### config.mk
export PLATFORM = sky130hd
export DESIGN_NAME = time_interval_counter
export DESIGN_NICKNAME = d
export VERILOG_FILES = /design/src/rtl/tic_pkg.sv /design/src/rtl/time_interval_counter.sv
export SDC_FILE = /design/constraint.sdc
export NUM_CORES = 1
export LEC_CHECK = 0
export BUFFER_PORTS_ARGS = -buffer_cell sky130_fd_sc_hd__clkbuf_2
export CORE_MARGIN = 4
export CORE_UTILIZATION = 55
export CTS_CLUSTER_SIZE = 10
export DETAILED_ROUTE_END_ITERATION = 8
export HOLD_SLACK_MARGIN = 0.08
export PLACE_DENSITY = 0.79
export SETUP_SLACK_MARGIN = 0.3
export SLEW_MARGIN = 25
export SYNTH_ARGS = -nofsm -noshare
export SYNTH_HDL_FRONTEND = slang
export SYNTH_SLANG_ARGS = --single-unit
### constraint.sdc
create_clock -name mclk -period 3.1 [get_ports mclk]
set_input_delay 0.465 -clock mclk [delete_from_list [all_inputs] [get_ports mclk]]
set_output_delay 0.465 -clock mclk [all_outputs]
set_load 0.02 [all_outputs]
### src/rtl/tic_pkg.sv
// Package: register map, field layout and constants of the interval counter
package tic_pkg;

    // ------------------------------------------------------------------
    // Register offsets (byte addresses)
    // ------------------------------------------------------------------
    localparam logic [4:0] OFS_CONTROL = 5'h00;
    localparam logic [4:0] OFS_TARGET = 5'h04;
    localparam logic [4:0] OFS_FRACTION = 5'h08;
    localparam logic [4:0] OFS_SECOND = 5'h0c;
    localparam logic [4:0] OFS_MINUTE = 5'h10;
    localparam logic [4:0] OFS_HOUR = 5'h14;
    localparam logic [4:0] OFS_IRQ_STATUS = 5'h18;
    localparam logic [4:0] OFS_IRQ_MASK = 5'h1c;

    // ------------------------------------------------------------------
    // Reset values and counting limits
    // ------------------------------------------------------------------
    localparam logic [7:0] CONTROL_RESET = 8'h00;
    localparam logic [7:0] TARGET_RESET = 8'h00;
    localparam logic [7:0] FRACTION_LAST = 8'h7f;
    localparam logic [7:0] SECOND_LAST = 8'h3b;
    localparam logic [7:0] MINUTE_LAST = 8'h3b;
    localparam logic [7:0] HOUR_LAST = 8'h17;
    localparam logic [0:0] IRQ_BIT_MATCH = 1'h0;

    // Slow clock rate and fractional-second rate
    localparam int SLOW_CLOCK_HZ = 32768;
    localparam int FRACTION_HZ = 128;
    localparam int PRESCALE_COUNT = SLOW_CLOCK_HZ / FRACTION_HZ;

    // ------------------------------------------------------------------
    // Timebase select codes
    // ------------------------------------------------------------------
    typedef enum logic [1:0] {
        TB_FRACTION,
        TB_SECOND,
        TB_MINUTE,
        TB_HOUR
    } timebase_t;

    // Control register layout, bit 7 down to bit 0
    typedef struct packed {
        logic reserved;
        logic must_be_one;
        timebase_t timebase_select;
        logic single_interval;
        logic interval_match_flag;
        logic interval_enable;
        logic time_chain_run;
    } control_t;

endpackage : tic_pkg

### src/rtl/time_interval_counter.sv
// Time interval counter: time-of-day chain, interval counter, Avalon-MM slave
//
// Our own choices: the register addresses and the Avalon-MM register port.
`timescale 1ns/1ns

// Behaviour
// - Counting runs from the 32.768 kHz tick, independent of processor power-down.
// - Control bit 0 cleared stops the time-of-day chain.
// - Control bit 1 enables interval counter; cleared, it disables and clears count.
// - Control bits 5:4 pick fraction, second, minute or hour unit, ascending.
// - Interval counter advances once per increment of the selected chain register.
// - Count equal to target sets flag in control bit 2 and interrupts if enabled.
// - Control bit 3 zero reloads and restarts; one times a single interval.
// - Fraction wraps after 127 and carries; second and minute carry likewise; hour wraps after 23 with no carry.
// - Fraction, second, minute and hour registers are writable to preset time.
// - Interval interrupt is delivered only when its enable is set.
// - Match during power-down with interval counter enabled and interrupt unmasked produces a wake-up.
// - Target register holds an 8-bit interval value.
module time_interval_counter
    import tic_pkg::*;
#(
    parameter int PRESCALE_W = 8
)
(
    input wire logic mclk,
    input wire logic rst,
    input wire logic slow_clock_tick,
    input wire logic power_down,
    input wire logic [4:0] avs_address,
    input wire logic avs_read,
    input wire logic avs_write,
    input wire logic [31:0] avs_writedata,
    input wire logic [3:0] avs_byteenable,
    output logic [31:0] avs_readdata,
    output logic avs_waitrequest,
    output logic irq,
    output logic wake_up
);

    // ------------------------------------------------------------------
    // Elaboration checks
    // ------------------------------------------------------------------
    if ((1 << PRESCALE_W) != PRESCALE_COUNT)
    begin : g_bad_prescale
        $error("Prescaler width must divide the slow clock down to 128 Hz");
    end

    // ------------------------------------------------------------------
    // State
    // ------------------------------------------------------------------
    control_t control_q;
    logic [7:0] target_q;
    logic [7:0] fraction_q;
    logic [7:0] second_q;
    logic [7:0] minute_q;
    logic [7:0] hour_q;
    logic [7:0] interval_q;
    logic interval_stopped_q;
    logic irq_status_q;
    logic irq_mask_q;
    logic tick_prev_q;
    logic [PRESCALE_W-1:0] prescale_q;
    logic read_ack_q;
    logic [31:0] readdata_q;

    // ------------------------------------------------------------------
    // Bus decode
    // ------------------------------------------------------------------
    logic wr_low;
    logic wr_control;
    logic wr_target;
    logic wr_fraction;
    logic wr_second;
    logic wr_minute;
    logic wr_hour;
    logic wr_irq_status;
    logic wr_irq_mask;
    logic [7:0] wbyte;

    assign wr_low = avs_write && avs_byteenable[0];
    assign wbyte = avs_writedata[7:0];
    assign wr_control = wr_low && (avs_address == OFS_CONTROL);
    assign wr_target = wr_low && (avs_address == OFS_TARGET);
    assign wr_fraction = wr_low && (avs_address == OFS_FRACTION);
    assign wr_second = wr_low && (avs_address == OFS_SECOND);
    assign wr_minute = wr_low && (avs_address == OFS_MINUTE);
    assign wr_hour = wr_low && (avs_address == OFS_HOUR);
    assign wr_irq_status = wr_low && (avs_address == OFS_IRQ_STATUS);
    assign wr_irq_mask = wr_low && (avs_address == OFS_IRQ_MASK);

    // Writes complete at once; reads take one wait cycle for registered data
    assign avs_waitrequest = avs_read && !read_ack_q;
    assign avs_readdata = readdata_q;

    // ------------------------------------------------------------------
    // Slow tick and prescaler
    // ------------------------------------------------------------------
    logic slow_edge;
    logic fraction_tick;

    // Only the rising edge of the slow clock counts, so mclk may run at any rate fast enough to sample each slow clock level
    assign slow_edge = slow_clock_tick && !tick_prev_q;

    always_ff @(posedge mclk or posedge rst)
    begin
        if (rst)
        begin
            tick_prev_q <= 1'b0;
        end
        else
        begin
            tick_prev_q <= slow_clock_tick;
        end
    end

    // Prescaler is not gated by power_down; only chain run stops it
    always_ff @(posedge mclk or posedge rst)
    begin
        if (rst)
        begin
            prescale_q <= '0;
        end
        else if (!control_q.time_chain_run)
        begin
            prescale_q <= '0;
        end
        else if (slow_edge)
        begin
            prescale_q <= prescale_q + 1'b1;
        end
    end

    assign fraction_tick = slow_edge && control_q.time_chain_run && (&prescale_q);

    // ------------------------------------------------------------------
    // Time-of-day chain
    // ------------------------------------------------------------------
    logic fraction_ovf;
    logic second_ovf;
    logic minute_ovf;
    logic hour_ovf;

    assign fraction_ovf = fraction_tick && (fraction_q == FRACTION_LAST);
    assign second_ovf = fraction_ovf && (second_q == SECOND_LAST);
    assign minute_ovf = second_ovf && (minute_q == MINUTE_LAST);
    assign hour_ovf = minute_ovf && (hour_q == HOUR_LAST);

    // A software write wins over a carry landing in the same cycle
    always_ff @(posedge mclk or posedge rst)
    begin
        if (rst)
        begin
            fraction_q <= 8'h00;
        end
        else if (wr_fraction)
        begin
            fraction_q <= wbyte & FRACTION_LAST;
        end
        else if (fraction_ovf)
        begin
            fraction_q <= 8'h00;
        end
        else if (fraction_tick)
        begin
            fraction_q <= fraction_q + 8'h01;
        end
    end

    always_ff @(posedge mclk or posedge rst)
    begin
        if (rst)
        begin
            second_q <= 8'h00;
        end
        else if (wr_second)
        begin
            second_q <= wbyte;
        end
        else if (second_ovf)
        begin
            second_q <= 8'h00;
        end
        else if (fraction_ovf)
        begin
            second_q <= second_q + 8'h01;
        end
    end

    always_ff @(posedge mclk or posedge rst)
    begin
        if (rst)
        begin
            minute_q <= 8'h00;
        end
        else if (wr_minute)
        begin
            minute_q <= wbyte;
        end
        else if (minute_ovf)
        begin
            minute_q <= 8'h00;
        end
        else if (second_ovf)
        begin
            minute_q <= minute_q + 8'h01;
        end
    end

    always_ff @(posedge mclk or posedge rst)
    begin
        if (rst)
        begin
            hour_q <= 8'h00;
        end
        else if (wr_hour)
        begin
            hour_q <= wbyte;
        end
        else if (hour_ovf)
        begin
            hour_q <= 8'h00;
        end
        else if (minute_ovf)
        begin
            hour_q <= hour_q + 8'h01;
        end
    end

    // ------------------------------------------------------------------
    // Interval counter
    // ------------------------------------------------------------------
    logic base_tick;
    logic [7:0] interval_next;
    logic match;

    always_comb
    begin
        case (control_q.timebase_select)
            TB_FRACTION: base_tick = fraction_tick;
            TB_SECOND: base_tick = fraction_ovf;
            TB_MINUTE: base_tick = second_ovf;
            TB_HOUR: base_tick = minute_ovf;
            default: base_tick = 1'b0;
        endcase
    end

    assign interval_next = interval_q + 8'h01;
    assign match = base_tick && control_q.interval_enable && !interval_stopped_q
        && (interval_next == target_q);

    always_ff @(posedge mclk or posedge rst)
    begin
        if (rst)
        begin
            interval_q <= 8'h00;
            interval_stopped_q <= 1'b0;
        end
        else if (!control_q.interval_enable)
        begin
            interval_q <= 8'h00;
            interval_stopped_q <= 1'b0;
        end
        else if (match && control_q.single_interval)
        begin
            interval_q <= interval_next;
            interval_stopped_q <= 1'b1;
        end
        else if (match)
        begin
            interval_q <= 8'h00;
        end
        else if (base_tick && !interval_stopped_q)
        begin
            interval_q <= interval_next;
        end
    end

    // ------------------------------------------------------------------
    // Target and control registers
    // ------------------------------------------------------------------
    always_ff @(posedge mclk or posedge rst)
    begin
        if (rst)
        begin
            target_q <= TARGET_RESET;
        end
        else if (wr_target)
        begin
            target_q <= wbyte;
        end
    end

    // Flag follows the written bit unless a match arrives: set beats clear
    always_ff @(posedge mclk or posedge rst)
    begin
        if (rst)
        begin
            control_q <= control_t'(CONTROL_RESET);
        end
        else
        begin
            if (wr_control)
            begin
                control_q.must_be_one <= wbyte[6];
                control_q.timebase_select <= timebase_t'(wbyte[5:4]);
                control_q.single_interval <= wbyte[3];
                control_q.interval_enable <= wbyte[1];
                control_q.time_chain_run <= wbyte[0];
            end
            if (match)
            begin
                control_q.interval_match_flag <= 1'b1;
            end
            else if (wr_control)
            begin
                control_q.interval_match_flag <= wbyte[2];
            end
            control_q.reserved <= 1'b0;
        end
    end

    // ------------------------------------------------------------------
    // Interrupt status and mask
    // ------------------------------------------------------------------
    always_ff @(posedge mclk or posedge rst)
    begin
        if (rst)
        begin
            irq_status_q <= 1'b0;
        end
        else if (match)
        begin
            irq_status_q <= 1'b1;
        end
        else if (wr_irq_status && wbyte[IRQ_BIT_MATCH])
        begin
            irq_status_q <= 1'b0;
        end
    end

    always_ff @(posedge mclk or posedge rst)
    begin
        if (rst)
        begin
            irq_mask_q <= 1'b0;
        end
        else if (wr_irq_mask)
        begin
            irq_mask_q <= wbyte[IRQ_BIT_MATCH];
        end
    end

    assign irq = irq_status_q && irq_mask_q;

    // Wake only while powered down and the interval counter stays enabled
    assign wake_up = irq && power_down && control_q.interval_enable;

    // ------------------------------------------------------------------
    // Read path
    // ------------------------------------------------------------------
    logic [7:0] rbyte;

    always_comb
    begin
        case (avs_address)
            OFS_CONTROL: rbyte = control_q;
            OFS_TARGET: rbyte = target_q;
            OFS_FRACTION: rbyte = fraction_q;
            OFS_SECOND: rbyte = second_q;
            OFS_MINUTE: rbyte = minute_q;
            OFS_HOUR: rbyte = hour_q;
            OFS_IRQ_STATUS: rbyte = {7'h00, irq_status_q};
            OFS_IRQ_MASK: rbyte = {7'h00, irq_mask_q};
            default: rbyte = 8'h00;
        endcase
    end

    always_ff @(posedge mclk or posedge rst)
    begin
        if (rst)
        begin
            read_ack_q <= 1'b0;
        end
        else
        begin
            read_ack_q <= avs_read && !read_ack_q;
        end
    end

    // Data captured in the wait cycle stands through the completing edge
    always_ff @(posedge mclk or posedge rst)
    begin
        if (rst)
        begin
            readdata_q <= 32'h0000_0000;
        end
        else if (avs_read && !read_ack_q)
        begin
            readdata_q <= {24'h00_0000, rbyte};
        end
    end

endmodule : time_interval_counter

== Word level (Yosys, flattened, before mapping) ==
Cells that the tools add are included.
Word-level totals
  register bits after elaboration: 76
  latch bits: 0
  memory bits (writable): 0
  memory bits (read-only): 0
  output and inout port bits: 35
  memories: 0
Cells by class
  $add $sub $neg: 6
  multiply operators: 0
  divide/modulo/power cells: 0
  magnitude comparators: 0
  eq/ne operators: 18
  shift-type cells: 0
  mux-type cells: 26
  bitwise operators: 0
  reduce and logical (&&, ||, !) cells: 38
Operators with widths (number)
  $mux W8: 18
  $pmux W8 S8: 1
  $add A8 B1 Y8 const B: 6
  $logic_and A1 B1 Y1: 26
  $eq A5 B5 Y1 const B: 4
  $eq A8 B6 Y1 const B: 2
  $reduce_bool A3 Y1: 4
  $eq A5 B4 Y1 const B: 2
  $eq A8 B5 Y1 const B: 1
  $eq A8 B7 Y1 const B: 1
  $eq A8 B8 Y1: 1
  $reduce_and A8 Y1: 1
  $mux W1: 6
  $eq A5 B3 Y1 const B: 1
  $logic_not A5 Y1: 1
  $eq A2 B2 Y1 const B: 2
  $ne A2 B1 Y1 const B: 2
  $ne A4 B1 Y1 const B: 1
  $pmux W1 S4: 1
  $reduce_bool A2 Y1: 2
  $logic_not A1 Y1: 3
  $eq A2 B1 Y1 const B: 1
  $logic_not A2 Y1: 1

== Logic depth before layout (Yosys ltp) ==
Gate-level depths: netlist (run 1).
  word-level depth: 14
  gate-level depth with buffers: 8

== Worst setup path after synthesis (run 1) ==
OpenSTA, ideal clock, no wires.
  path type: register to register
  start: register prescale_q[0]
  end: register interval_stopped_q
  arrival: 2.611 ns
  required time: 3.024 ns
  slack: 0.413 ns
  stages on the path, launching flop included: 9
  cell sequence: dfrtp_1 -> ha_1 -> nand4b_4 -> nor3_4 -> a31oi_2 -> or4_1 -> buf_2 -> or4_4 -> o21ai_1
On the way
  longest elaborated chain between the ends: 11
RTL lines
  from (decl): line time_interval_counter.sv:62  | logic [PRESCALE_W-1:0] prescale_q;
  from (signal assigned): line time_interval_counter.sv:129  | prescale_q <= prescale_q + 1'b1;
  $reduce_and A8 Y1 (*): line time_interval_counter.sv:133  | assign fraction_tick = slow_edge && control_q.time_chain_run && (&prescale_q);
  $logic_and A1 B1 Y1 (*): line time_interval_counter.sv:133
  $logic_and A1 B1 Y1: line time_interval_counter.sv:143  | assign fraction_ovf = fraction_tick && (fraction_q == FRACTION_LAST);
  $logic_and A1 B1 Y1: line time_interval_counter.sv:144  | assign second_ovf = fraction_ovf && (second_q == SECOND_LAST);
  $logic_and A1 B1 Y1: line time_interval_counter.sv:145  | assign minute_ovf = second_ovf && (minute_q == MINUTE_LAST);
  $pmux W1 S4 (*): line time_interval_counter.sv:238  | case (control_q.timebase_select)
  $logic_and A1 B1 Y1 (*) (2 in series): line time_interval_counter.sv:248  | assign match = base_tick && control_q.interval_enable && !interval_stopped_q
  $logic_and A1 B1 Y1 (*): line time_interval_counter.sv:249  | && (interval_next == target_q);
  $logic_and A1 B1 Y1 (*): line time_interval_counter.sv:263  | else if (match && control_q.single_interval)
  $ne A2 B1 Y1 (no line) (*)
  to (signal assigned): line time_interval_counter.sv:256  | interval_stopped_q <= 1'b0;
  to (signal assigned): line time_interval_counter.sv:261  | interval_stopped_q <= 1'b0;
  to (signal assigned): line time_interval_counter.sv:266  | interval_stopped_q <= 1'b1;
  to (decl): line time_interval_counter.sv:58  | logic interval_stopped_q;
Every way passes the cells marked *; elsewhere a longest branch is shown, timed or not.
A chain may end at the register's enable or synchronous reset.

== Worst setup path after layout (run 1) ==
  start: register minute_q[1]
  end: register irq_status_q
On the way
  longest elaborated chain between the ends: 7
  elaborated cells between the ends (all ways): 8
RTL lines
  from (decl): line time_interval_counter.sv:55  | logic [7:0] minute_q;
  from (signal assigned): line time_interval_counter.sv:197  | minute_q <= wbyte;
  from (signal assigned): line time_interval_counter.sv:205  | minute_q <= minute_q + 8'h01;
  $eq A8 B6 Y1 (*): line time_interval_counter.sv:145
  $logic_and A1 B1 Y1 (*): line time_interval_counter.sv:145
  $pmux W1 S4 (*): line time_interval_counter.sv:238
  $logic_and A1 B1 Y1 (*) (2 in series): line time_interval_counter.sv:248
  $logic_and A1 B1 Y1 (*): line time_interval_counter.sv:249
  $mux W1 or $reduce_bool A2 Y1 (tied branches)
  to (signal assigned): line time_interval_counter.sv:329  | irq_status_q <= 1'b0;
  to (signal assigned): line time_interval_counter.sv:333  | irq_status_q <= 1'b1;
  to (signal assigned): line time_interval_counter.sv:337  | irq_status_q <= 1'b0;
  to (decl): line time_interval_counter.sv:59  | logic irq_status_q;
Marked as above.

==> results of run 1 <==
## timing repair
action                     4_1_cts  5_1_grt
pin swaps                        1        3
gates resized for setup          0        3
setup endpoints to repair        3        4
buffers inserted                 0        3
cloned                           0        0
## cells in the final DEF, fill, tap and decap left out, types with 3 or more instances in the layout
cell      instances
a31oi_1          10
nor3_1           11
mux2_2           15
a221o_1           5
o41ai_1           6
inv_1             7
o21ai_0          27
nor2b_1           5
clkbuf_8         12
and3_1            9
mux2i_1           4
a21oi_1          22
dfrtp_1          75
o21ai_1           3
a221oi_1          6
a21boi_0          4
nand3_1          18
a22oi_1          13
clkbuf_2         30
nand2_1          51
a22o_1            5
or4_1             4
xor2_1           10
nand4_1           8
and2_1           10
o21a_1            5
nand3b_1          3
nor2_1           42
xnor2_1          15
nand2b_1          7
o311ai_0          3
conb_1           24
ha_1              6
or3_1            15
buf_4            15
a21o_1            8
## power groups by stage
| stage | logic (uW) | clock network, uW | registers (uW) |
|---|---|---|---|
| floorplan | 313 | 0 | 1230 |
| CTS | 402 | 704 | 1260 |
| global placement | 386 | 0 | 1270 |
| global route | 453 | 740 | 1290 |
| finish | 406 | 687 | 1270 |
| detailed placement | 401 | 0 | 1280 |
## critical path: stages (launching register included)
cell and delay, ns:
dfrtp_1 0.40, ha_1 0.21, nand4_1 0.16, o41ai_2 0.43
a31oi_2 0.15, or4_1 0.55, or4_4 0.58, o21ai_1 0.14
## path summary, 6_finish.rpt
| kind | start | endpoint | slack [ns] |
|---|---|---|---|
| worst min-delay path | rst | control_q[6] | 0.22 |
| min in group mclk | slow_clock_tick | tick_prev_q | 0.29 |
| worst max register to register | minute_q[1] | irq_status_q | 0.39 |
| worst min register to register | avs_readdata[0] | avs_readdata[0] | 0.48 |
| max in group asynchronous | rst | hour_q[0] | 2.23 |
| worst max-delay path | minute_q[1] | irq_status_q | 0.39 |
## per-stage QoR
step | worst slack (ns) | utilization (%) | total power (uW) | area, sq um | cells
finish | 0.387 | 61.8 | 2360 | 5050 | 650
global route | 0.272 | 61.8 | 2480 | 5050 | 650
CTS | 0.308 | 61.2 | 2370 | 5010 | 647
detailed placement | 0.280 | 59.1 | 1680 | 4830 | 633
global placement | 0.366 | 59.1 | 1660 | 4830 | 633
floorplan | 0.413 | - | 1540 | 4690 | 526
## state kept, by name (all words and copies together), names as in the netlist
signal	cells
prescale_q	8
interval_stopped_q	1
target_q	8
irq_status_q	1
interval_q	8
tick_prev_q	1
hour_q	8
read_ack_q	1
control_q	7
minute_q	8
second_q	8
irq_mask_q	1
avs_readdata	8
fraction_q	8
## cell families after synthesis
kind of cell    count (synthesis)  synth area share [%]
compound gates                129                  19.2
mux                            19                  4.54
other cells                     1                0.0815
fa+ha+maj                       6                  1.63
simple gates                  197                  22.4
flops                          76                  41.3
xor+xnor                       25                  4.76
buf+inv                        50                  6.09
## per-layer routing
metal | vias to the layer above | wire, um | track usage [%]
li1 | 1878 | - | -
met1 | 1932 | 4630 | 32.1
met2 | 222 | 5430 | 38.8
met3 | 48 | 1040 | 4.84
met4 | 0 | 383 | 9.35
met5 | - | 0 | 0
## area by class of cell
cell class | instances | area, sq um | area share, %
Multi-Input combinational cell | 400 | 2530 | 50.0
Timing Repair Buffer | 46 | 283 | 5.60
Clock inverter | 2 | 10.0 | 0.198
Tap cell | 105 | 131 | 2.60
Sequential cell | 76 | 1900 | 37.7
Clock buffer | 12 | 165 | 3.27
Inverter | 9 | 33.8 | 0.668
==> summary.md, run 1 <==
| Metric | Value |
|---|---|
| Status | `complete, no violations` |
| Power per Cell Area | `between 400 and 500 nW/um^2` |
| Synthesized area | `4600 sq um` |
| Die X-Extent | `99.5 um` |
| Hold slack | `0.223 ns` |
| Vias/cell | `approximately 6.3` |
| Die footprint | `9890 sq um` |
| Clock Latency Late Sink | `0.35 ns` |
| CTS clk-pin slew, worst paths | `0.08 ns` |
| Crit share post-route | `around 90%` |
| CTS Root Buffer Type | `clkbuf_8` |
| Unrepaired setup endpoints after global routing | `yes` |
| Crit path launch type | `flip-flop` |
| Critical Path Fanout Max | `4` |
| Switching power of the nets | `741 uW` |
| Drt initial violations | `just over 300` |
| H-Tree Depth | `3` |
| # hold bufs at CTS | `0` |
| Predominant post-synthesis flop cell | `dfrtp_1` |
| Final setup violating endpoints | `0` |
| Fin crit period | `about 2.7 ns` |
| CP Capture Type | `flip-flop` |
| Maxcap violations | `0` |
| FF+latch count, synth | `76` |
| Switching Share | `31.4%` |
| Clock power frac | `29.1%` |
| Antenna Nets Post-Route | `0` |
| Peak supply drop | `0.293 mV` |
| Post-synth ARST share | `100%` |
| Yosys top cell by area | `dfrtp_1` |
| DRT Pass-1 Iters | `5` |
| Fillers | `726` |
| Vias in the first global route | `approximately 3800` |
| Diode count | `0` |
| IO Pins | `82` |
| Clk_skew | `0.0100 ns` |
| Layout cells sized above 1 | `15.8%` |
| Critical path class | `reg -> reg` |
| Final Hold Fails | `0` |
| Power Internal | `1620 uW` |
| Max Root-Sink Buffers | `2` |
| CTS sink count | `between 70 and 80` |
| Slew margin rel. | `about two fifths` |
| Most common cell in the netlist | `dfrtp_1` |
| Req. time, crit path | `3.37 ns` |
| # nets final | `595` |
| Worst hold path class | `in -> async` |
| Worst reg-to-reg path cell count | `7` |
| Input/output buffers | `30` |
| TNS Setup | `0 ns` |
| Synthesis Warnings | `0` |
| Worst EP arrival | `2.98 ns` |
| Site Rows | `33` |
| Comb power frac | `between 15 and 20%` |
| EDFF count, synth | `0` |
| CTS tree | `built` |
| Sequential element share of the synthesized area | `41.3%` |
| Distinct cells, synth | `54` |
| Pin count of the biggest net entering global routing | `35` |
| Initial antenna violation count | `0` |
| Synth area leaders | `dfrtp_1 41%, nand2_1 4.2%, buf_4 3.9%` |
| Drt wl/cell | `17.7 um` |
| Final WL | `11500 um` |
| First-pass GRT wire length | `19000 um` |
| Max Freq | `0.369 GHz` |
| Syn Inst Count | `503` |
| Mean post-synth cell area | `9.15 sq um` |
| Post-DP HPWL | `8270 um` |
| Synth top area share | `just over 40%` |
| Sequential power share | `53.7%` |
| Top cells by count, synth | `76 x dfrtp_1, 51 x nand2_1, 42 x nor2_1` |
| Total GRT Usage | `between 20% and 30%` |
| CTS Buf Count | `9` |
| Vias after detailed routing | `4080` |
| Area grow syn2layout | `9.85%` |
| GPL Wtd Cong | `0.896` |
| Worst-margin pin slew | `0.922 ns` |
| GRT overflow | `0` |
| DRC viols | `0` |
| Core ar. | `8180 sq um` |
| Final Max Slew Viols | `0` |
| Pleak | `0.00224 uW` |
| Initial Util | `56.3%` |
| Die height | `99.5 um` |
Note: power is estimated with default switching activity, not from simulation.
==> run 2: changes to the inputs <==
--- a/config.mk
+++ b/config.mk
@@ -5,6 +5,7 @@
 export SDC_FILE = /design/constraint.sdc
 export NUM_CORES = 1
 export LEC_CHECK = 0
+export ABC_AREA = 1
 export BUFFER_PORTS_ARGS = -buffer_cell sky130_fd_sc_hd__clkbuf_2
 export CORE_MARGIN = 4
 export CORE_UTILIZATION = 55
==> run 2 against run 1 <==
- clock power increased by 31%
- combinational power increased by 20%
- power increased by 10%
- synthesized area increased by 2.1%
- critical path depth decreased by 5
- clock skew increased by 0.0022 ns
- final cell count increased by 17%
- via count increased by 6.6%
- global-route usage increased by 0.22 points
- sequential power decreased by 5%
- core utilization increased by 0.18 points
- fmax increased by 26%
- largest cell class unchanged
- largest power group unchanged
==> summary.md, run 2 <==
| Metric | Value |
|---|---|
| Status | `complete, no violations` |
| Most common cell after layout, fill and taps aside | `nand2_1` |
| Synthesized area | `4700 sq um (+2.1%)` |
| Sequential element share of the synthesized area | `40.5% (-0.84 points)` |
| Top cells by count, synth | `145 x nand2_1, 83 x inv_1, 76 x dfrtp_1` |
| Die height | `100 um (+0.95%)` |
| GRT overflow | `0 (unchanged)` |
| Maxcap violations | `0 (unchanged)` |
| Unrepaired setup endpoints after global routing | `no` |
| Post-synth ARST share | `100% (unchanged)` |
| Antenna Nets Post-Route | `0 (unchanged)` |
| FF+latch count, synth | `76 (unchanged)` |
| GPL Wtd Cong | `0.987 (+10%)` |
| Final Hold Fails | `0 (unchanged)` |
| Distinct cells, synth | `37 (-31%)` |
| Final WL | `12000 um (+4.8%)` |
| Critical Path Fanout Max | `10 (+6)` |
| Peak supply drop | `0.313 mV (+6.7%)` |
| Critical path class | `reg -> out` |
| Req. time, crit path | `2.63 ns (-0.74 ns)` |
| Met1 WL | `5180 um (+12%)` |
| Worst EP arrival | `1.69 ns (-1.29 ns)` |
| Site Rows | `33 (unchanged)` |
| Pin count of the biggest net entering global routing | `62 (+77%)` |
| Met3 wire length | `890 um (-15%)` |
| IO Pins | `82 (unchanged)` |
| Crit share post-route | `69.4% (-18 points)` |
| DRT Pass-1 Iters | `5 (unchanged)` |
| Input/output buffers | `30 (unchanged)` |
| CP Capture Type | `output pin` |
| CTS tree | `built` |
| Syn Inst Count | `613 (+22%)` |
| CTS clk-pin slew, worst paths | `0.09 ns (about the same)` |
| Synth area leaders | `dfrtp_1 41%, nand2_1 12%, inv_1 6.6%` |
| Vias after detailed routing | `4349 (+6.6%)` |
| H-Tree Depth | `3 (unchanged)` |
| Met2 routed WL | `5680 um (+4.6%)` |
| Post-DP HPWL | `8680 um (+4.9%)` |
| Worst-margin pin slew | `0.684 ns (-0.237 ns)` |
| Final Max Slew Viols | `0 (unchanged)` |
| Total GRT Usage | `24.3% (+0.22 points)` |
| Max Root-Sink Buffers | `2 (unchanged)` |
| Fillers | `708 (-2.5%)` |
| CTS Root Buffer Type | `clkbuf_8` |
| Vias/cell | `5.73 (-8.7%)` |
| Final setup violating endpoints | `0 (unchanged)` |
| Crit path launch type | `flip-flop` |
| Layout cells sized above 1 | `12.4% (-3.4 points)` |
| Slew margin rel. | `54.2% (+16 points)` |
| Initial antenna violation count | `0 (unchanged)` |
| Die footprint | `10100 sq um (+1.9%)` |
| Drt initial violations | `415 (+37%)` |
| Fin crit period | `2.15 ns (-0.563 ns)` |
| Post-layout util | `62.0% (+0.18 points)` |
| Worst hold path class | `in -> reg` |
| EDFF count, synth | `0 (unchanged)` |
| First-pass GRT wire length | `19100 um (+0.80%)` |
| Pleak | `0.00250 uW (+12%)` |
| Synthesis Warnings | `0 (unchanged)` |
| Most common cell in the netlist | `nand2_1` |
| Mean post-synth cell area | `7.66 sq um (-16%)` |
| Drt wl/cell | `15.9 um (-10%)` |
| Power per Cell Area | `508 nW/um^2 (+8.7%)` |
| CTS sink count | `76 (unchanged)` |
| Synth top area share | `40.5% (-0.84 points)` |
| Hold slack | `0.211 ns (-0.0126 ns)` |
| Predominant post-synthesis flop cell | `dfrtp_1` |
| Clk_skew | `0.0122 ns (+0.00215 ns)` |
| Die X-Extent | `100 um (+0.95%)` |
| Yosys top cell by area | `dfrtp_1` |
| DRC viols | `0 (unchanged)` |
| Vias in the first global route | `3887 (+2.6%)` |
| TNS Setup | `0 ns (unchanged)` |
| Core ar. | `8260 sq um (+1.0%)` |
| Top layer reached by signal wires | `met4` |
| Clock Latency Late Sink | `0.37 ns (+0.02 ns)` |
| CTS Buf Count | `9 (unchanged)` |
| Area grow syn2layout | `9.03%` |
| Most frequent cells in the layout | `145 x nand2_1, 82 x inv_1, 76 x dfrtp_1` |
| Initial Util | `56.9% (+0.59 points)` |
| Max Freq | `0.465 GHz (+26%)` |
| Diode count | `0 (unchanged)` |
| # nets final | `702 (+18%)` |
## run 2: cell count changes after synthesis, sizes merged, moves of 13 or more
cell and delta:
a22oi -13, mux2 -15, inv +82, nor2 +13
o221ai +24, nand2 +101, or3 -15, nand3 +27
o22ai +18
## run 2: metal layers
layer  vias up  track usage [%]
met1      2061             33.3
met5         -                0
met2       187             38.3
met4         0             9.74
li1       2073                -
met3        28             4.24
## run 2: worst paths after layout
kind | startpoint | endpoint | slack [ns] | depth (start not counted)
worst min register to register | control_q[6] | control_q[6] | 0.49 | 2
worst min-delay path | slow_clock_tick | tick_prev_q | 0.21 | 1
max in group asynchronous | rst | minute_q[0] | 1.85 | 4
min in group asynchronous | rst | prescale_q[2] | 0.59 | 3
worst max-delay path | read_ack_q | avs_waitrequest | 0.95 | 2
worst max register to register | minute_q[0] | interval_q[2] | 1.00 | 10
## run 2: critical path, stage by stage (launching register included)
cell and delay, ns:
dfrtp_1 0.46, nor2_1 0.57, clkbuf_2 0.29
## run 2: logic make-up (layout without fill, tap and decap cells)
logic type	after synthesis	in the layout	share of synthesized area (%)
flops	76	76	40.5
compound gates	110	110	14.9
other cells	1	24	0.0799
xor+xnor	16	16	2.98
fa+ha+maj	6	6	1.60
simple gates	283	283	28.1
buf+inv	121	139	11.8
## run 2: area by class of cell
class	instances	area, sq um	share of cell area, %
Tap cell	105	131	2.57
Timing Repair Buffer	32	180	3.52
Sequential cell	76	1900	37.1
Clock inverter	5	83.8	1.64
Clock buffer	11	151	2.96
Multi-Input combinational cell	439	2320	45.4
Inverter	91	347	6.77
## run 2: where the power goes
group          switching, uW  internal (uW)  leakage, uW
Combinational            323            165      0.00142
Sequential               113           1100     0.000973
Clock                    401            499     0.000112
Total                    837           1770      0.00250
## run 2: per-stage QoR
stage               power, uW  instances  cell area [sq um]  worst slack, ns
floorplan                1590        636               4780            0.697
finish                   2600        759               5120            0.950
CTS                      2600        759               5120            0.995
global placement         1690        742               4870             1.10
detailed placement       1710        742               4870             1.05
global route             2730        759               5120            0.886
## run 2: timing repair
| action | in CTS | in global routing |
|---|---|---|
| buffers inserted | 0 | 0 |
| hold endpoints to repair | 15 | 0 |
| gates resized for setup | 0 | 0 |
| hold buffers | 1 | 0 |
==> run 3: changes to the inputs <==
--- a/config.mk
+++ b/config.mk
@@ -5,14 +5,14 @@
 export SDC_FILE = /design/constraint.sdc
 export NUM_CORES = 1
 export LEC_CHECK = 0
-export ABC_AREA = 1
+export ABC_AREA = 0
 export BUFFER_PORTS_ARGS = -buffer_cell sky130_fd_sc_hd__clkbuf_2
 export CORE_MARGIN = 4
-export CORE_UTILIZATION = 55
+export CORE_UTILIZATION = 51
 export CTS_CLUSTER_SIZE = 10
 export DETAILED_ROUTE_END_ITERATION = 8
 export HOLD_SLACK_MARGIN = 0.08
-export PLACE_DENSITY = 0.79
+export PLACE_DENSITY = 0.77
 export SETUP_SLACK_MARGIN = 0.3
 export SLEW_MARGIN = 25
 export SYNTH_ARGS = -nofsm -noshare
==> constraint.sdc (replaced) <==
create_clock -name mclk -period 1.83 [get_ports mclk]
set_input_delay 0.2745 -clock mclk [delete_from_list [all_inputs] [get_ports mclk]]
set_output_delay 0.2745 -clock mclk [all_outputs]
set_load 0.02 [all_outputs]
==> run 3 against run 2 <==
- the flow now finishes with violations (negative setup slack)
- largest cell class unchanged
- first-iteration DRC count rose by 12%
- register-to-register slack worse by 1.7 ns
- final cell count decreased by 0.40%
- design area rose by 26%
- hold slack got worse by 0.12 ns
==> summary.md, run 3 (synthesis results as in run 1) <==
| Metric | Value |
|---|---|
| Final WL | `15300 um (+27%)` |
| CTS tree | `built` |
| Crit-path max cell delay | `0.55 ns (-0.02 ns)` |
| Most common cell after layout, fill and taps aside | `buf_4` |
| Die X-Extent | `103 um (+2.6%)` |
| Reg-to-reg slack, setup | `-0.65 ns (-1.65 ns)` |
| Peak supply drop | `0.362 mV (+16%)` |
| Worst reg-to-reg path cell count | `8 (-2)` |
| Crit share post-route | `136%` |
| DRT Pass-1 Iters | `6 (+1)` |
| Comb power frac | `27.8% (+9.0 points)` |
| Slew margin rel. | `59.5% (+5.3 points)` |
| Cell Area, Placed | `5570 sq um (+14%)` |
| DRC viols | `0 (unchanged)` |
| Status | `finished, violations left` |
| Crit Reg-Reg Endpoint | `control_q[2]` |
| Site Rows | `34 (+3.0%)` |
| Crit path top cell by count | `or4_4` |
| Final Hold Fails | `0 (unchanged)` |
| Clk_skew | `0.0101 ns (-0.00207 ns)` |
| Worst hold path class | `in -> reg` |
| Setup WS pre-CTS | `-0.751 ns (-1.80 ns)` |
| Reg2reg start | `minute_q[0]` |
| Layout cells sized above 1 | `40.4% (+28 points)` |
| Post-DP HPWL | `9540 um (+10%)` |
| Crit path launch type | `flip-flop` |
| H-Tree Depth | `3 (unchanged)` |
| Core ar. | `8760 sq um (+6.1%)` |
| Total GRT Usage | `28.2% (+3.9 points)` |
| Initial antenna violation count | `0 (unchanged)` |
| Crit path from | `minute_q[0]` |
| Vias after detailed routing | `4718 (+8.5%)` |
| Sequential power share | `42.8% (-3.9 points)` |
| CP Capture Type | `flip-flop` |
| Die height | `103 um (+2.6%)` |
| Final Max Slew Viols | `0 (unchanged)` |
| Power per Cell Area | `734 nW/um^2 (+44%)` |
| Final worst-path setup slack | `-0.650 ns (-1.60 ns)` |
| Critical Path Fanout Max | `3 (-7)` |
| Crit path max-delay family | `simple AND/OR/NAND/NOR gates` |
| Max Freq | `between 0.4 and 0.5 GHz` |
| CTS sink count | `76 (unchanged)` |
| Switching power of the nets | `1530 uW (+83%)` |
| Max Root-Sink Buffers | `2 (unchanged)` |
| Cells on Worst Hold Path | `1 (unchanged)` |
| Worst-margin pin slew | `0.606 ns (-0.0783 ns)` |
| CP max stage cell | `or4_4` |
| Diode count | `0 (unchanged)` |
| Most frequent cells in the layout | `94 x buf_4, 76 x dfrtp_1, 43 x nand2_1` |
| CTS Buf Count | `9 (unchanged)` |
| Clock Latency Late Sink | `0.35 ns (-0.02 ns)` |
| Clock power frac | `29.4% (-5.2 points)` |
| Initial Util | `52.5% (-4.4 points)` |
| Vias in the first global route | `4555 (+17%)` |
| Maxcap violations | `0 (unchanged)` |
| Drt wl/cell | `20.2 um (+27%)` |
| Final setup violating endpoints | `40 (+40)` |
| Fin crit period | `2.48 ns` |
| Critical path class | `reg -> reg` |
| Critical-path cell list | `ha_2 > nand4_1 > o41ai_2 > buf_4 > a31oi_4 > or4_4 > or4_4 > o21ai_2` |
| CTS Root Buffer Type | `clkbuf_8` |
| Pleak | `0.00292 uW (+17%)` |
| Unrepaired setup endpoints after global routing | `yes` |
| Vias/cell | `6.24 (+8.9%)` |
| Failing checks | `negative setup slack` |
| Area grow syn2layout | `40.5%` |
| Levels on crit path | `8 (+6)` |
| GPL Wtd Cong | `0.917 (-7.0%)` |
| Worst EP arrival | `2.75 ns (+1.06 ns)` |
| Final instance area | `6460 sq um (+26%)` |
| Antenna Nets Post-Route | `0 (unchanged)` |
| CP endpoint | `control_q[2]` |
| Bufs and invs on worst path | `1 (unchanged)` |
| # nets final | `697 (-0.71%)` |
| Switching Share | `32.2% (+0.062 points)` |
| First-pass GRT wire length | `23100 um (+21%)` |
| CTS clk-pin slew, worst paths | `0.08 ns (about the same)` |
| Drt initial violations | `464 (+12%)` |
| GRT overflow | `0 (unchanged)` |
| Req. time, crit path | `2.10 ns (-0.53 ns)` |
| Input/output buffers | `30 (unchanged)` |
| IO Pins | `82 (unchanged)` |
| Die footprint | `10600 sq um (+5.2%)` |
| Power Internal | `3220 uW (+82%)` |
| Pin count of the biggest net entering global routing | `77 (+24%)` |
-- run 3: cell types whose count changed in the layout (fill, tap and decap cells not counted), moves of 24 or more --
cell,delta
nand2_1,-102
buf_4,+94
o221ai_1,-24
nand3_1,-25
o21ai_0,-28
inv_1,-76
-- run 3: power groups by stage --
stage | Sequential (uW) | Clock, uW | Combinational [uW]
global placement | 2040 | 0 | 1060
global route | 2050 | 1470 | 1410
floorplan | 2100 | 0 | 554
finish | 2030 | 1390 | 1320
CTS | 2020 | 1400 | 1190
detailed placement | 2050 | 0 | 1090
-- run 3: how the worst min path moves through the flow --
stage | from | end | slack (ns)
global route | slow_clock_tick | tick_prev_q | 0.09
CTS | slow_clock_tick | tick_prev_q | 0.09
detailed placement | rst | prescale_q[3] | 0.41
global placement | rst | irq_mask_q | 0.41
floorplan | slow_clock_tick | tick_prev_q | 0.31
finish | slow_clock_tick | tick_prev_q | 0.09
-- run 3: layout make-up --
class,count,area (sq um)
Timing Repair Buffer,146,1150
Clock buffer,10,128
Clock inverter,5,77.6
Inverter,9,37.5
Sequential cell,76,1900
Multi-Input combinational cell,402,3030
Tap cell,108,135
Fill cell,556,2300
-- run 3: stage by stage --
step / util [%] / setup TNS [ns] / total power, uW / hold WS, ns / cells
2_1_floorplan: - / -7.58 / 2650 / 0.306 / 526
3_3_place_gp: 63.6 / -10.00 / 3100 / 0.408 / 719
3_5_place_dp: 63.6 / -12.73 / 3140 / 0.412 / 719
4_1_cts: 71.0 / -14.41 / 4610 / 0.0859 / 749
5_1_grt: 73.7 / -18.18 / 4920 / 0.0875 / 756
6_report: 73.7 / -14.82 / 4740 / 0.0922 / 756
-- run 3: routing by layer --
layer | vias up | routed length, um | track usage, %
met4 | 0 | 818 | 12.8
met1 | 2278 | 5670 | 35.8
met5 | - | 0 | 0
met3 | 83 | 1350 | 4.13
li1 | 2081 | - | -
met2 | 276 | 7440 | 47.6
-- run 3: what timing repair did --
item                                   in CTS  in global routing
setup endpoints to repair                  45                 53
resized for setup                          85                 43
cloned                                      2                  0
pin swaps                                  66                 22
setup buffers                              12                  7
hold buffers                                1                  0
endpoints found under the hold margin      76                  0
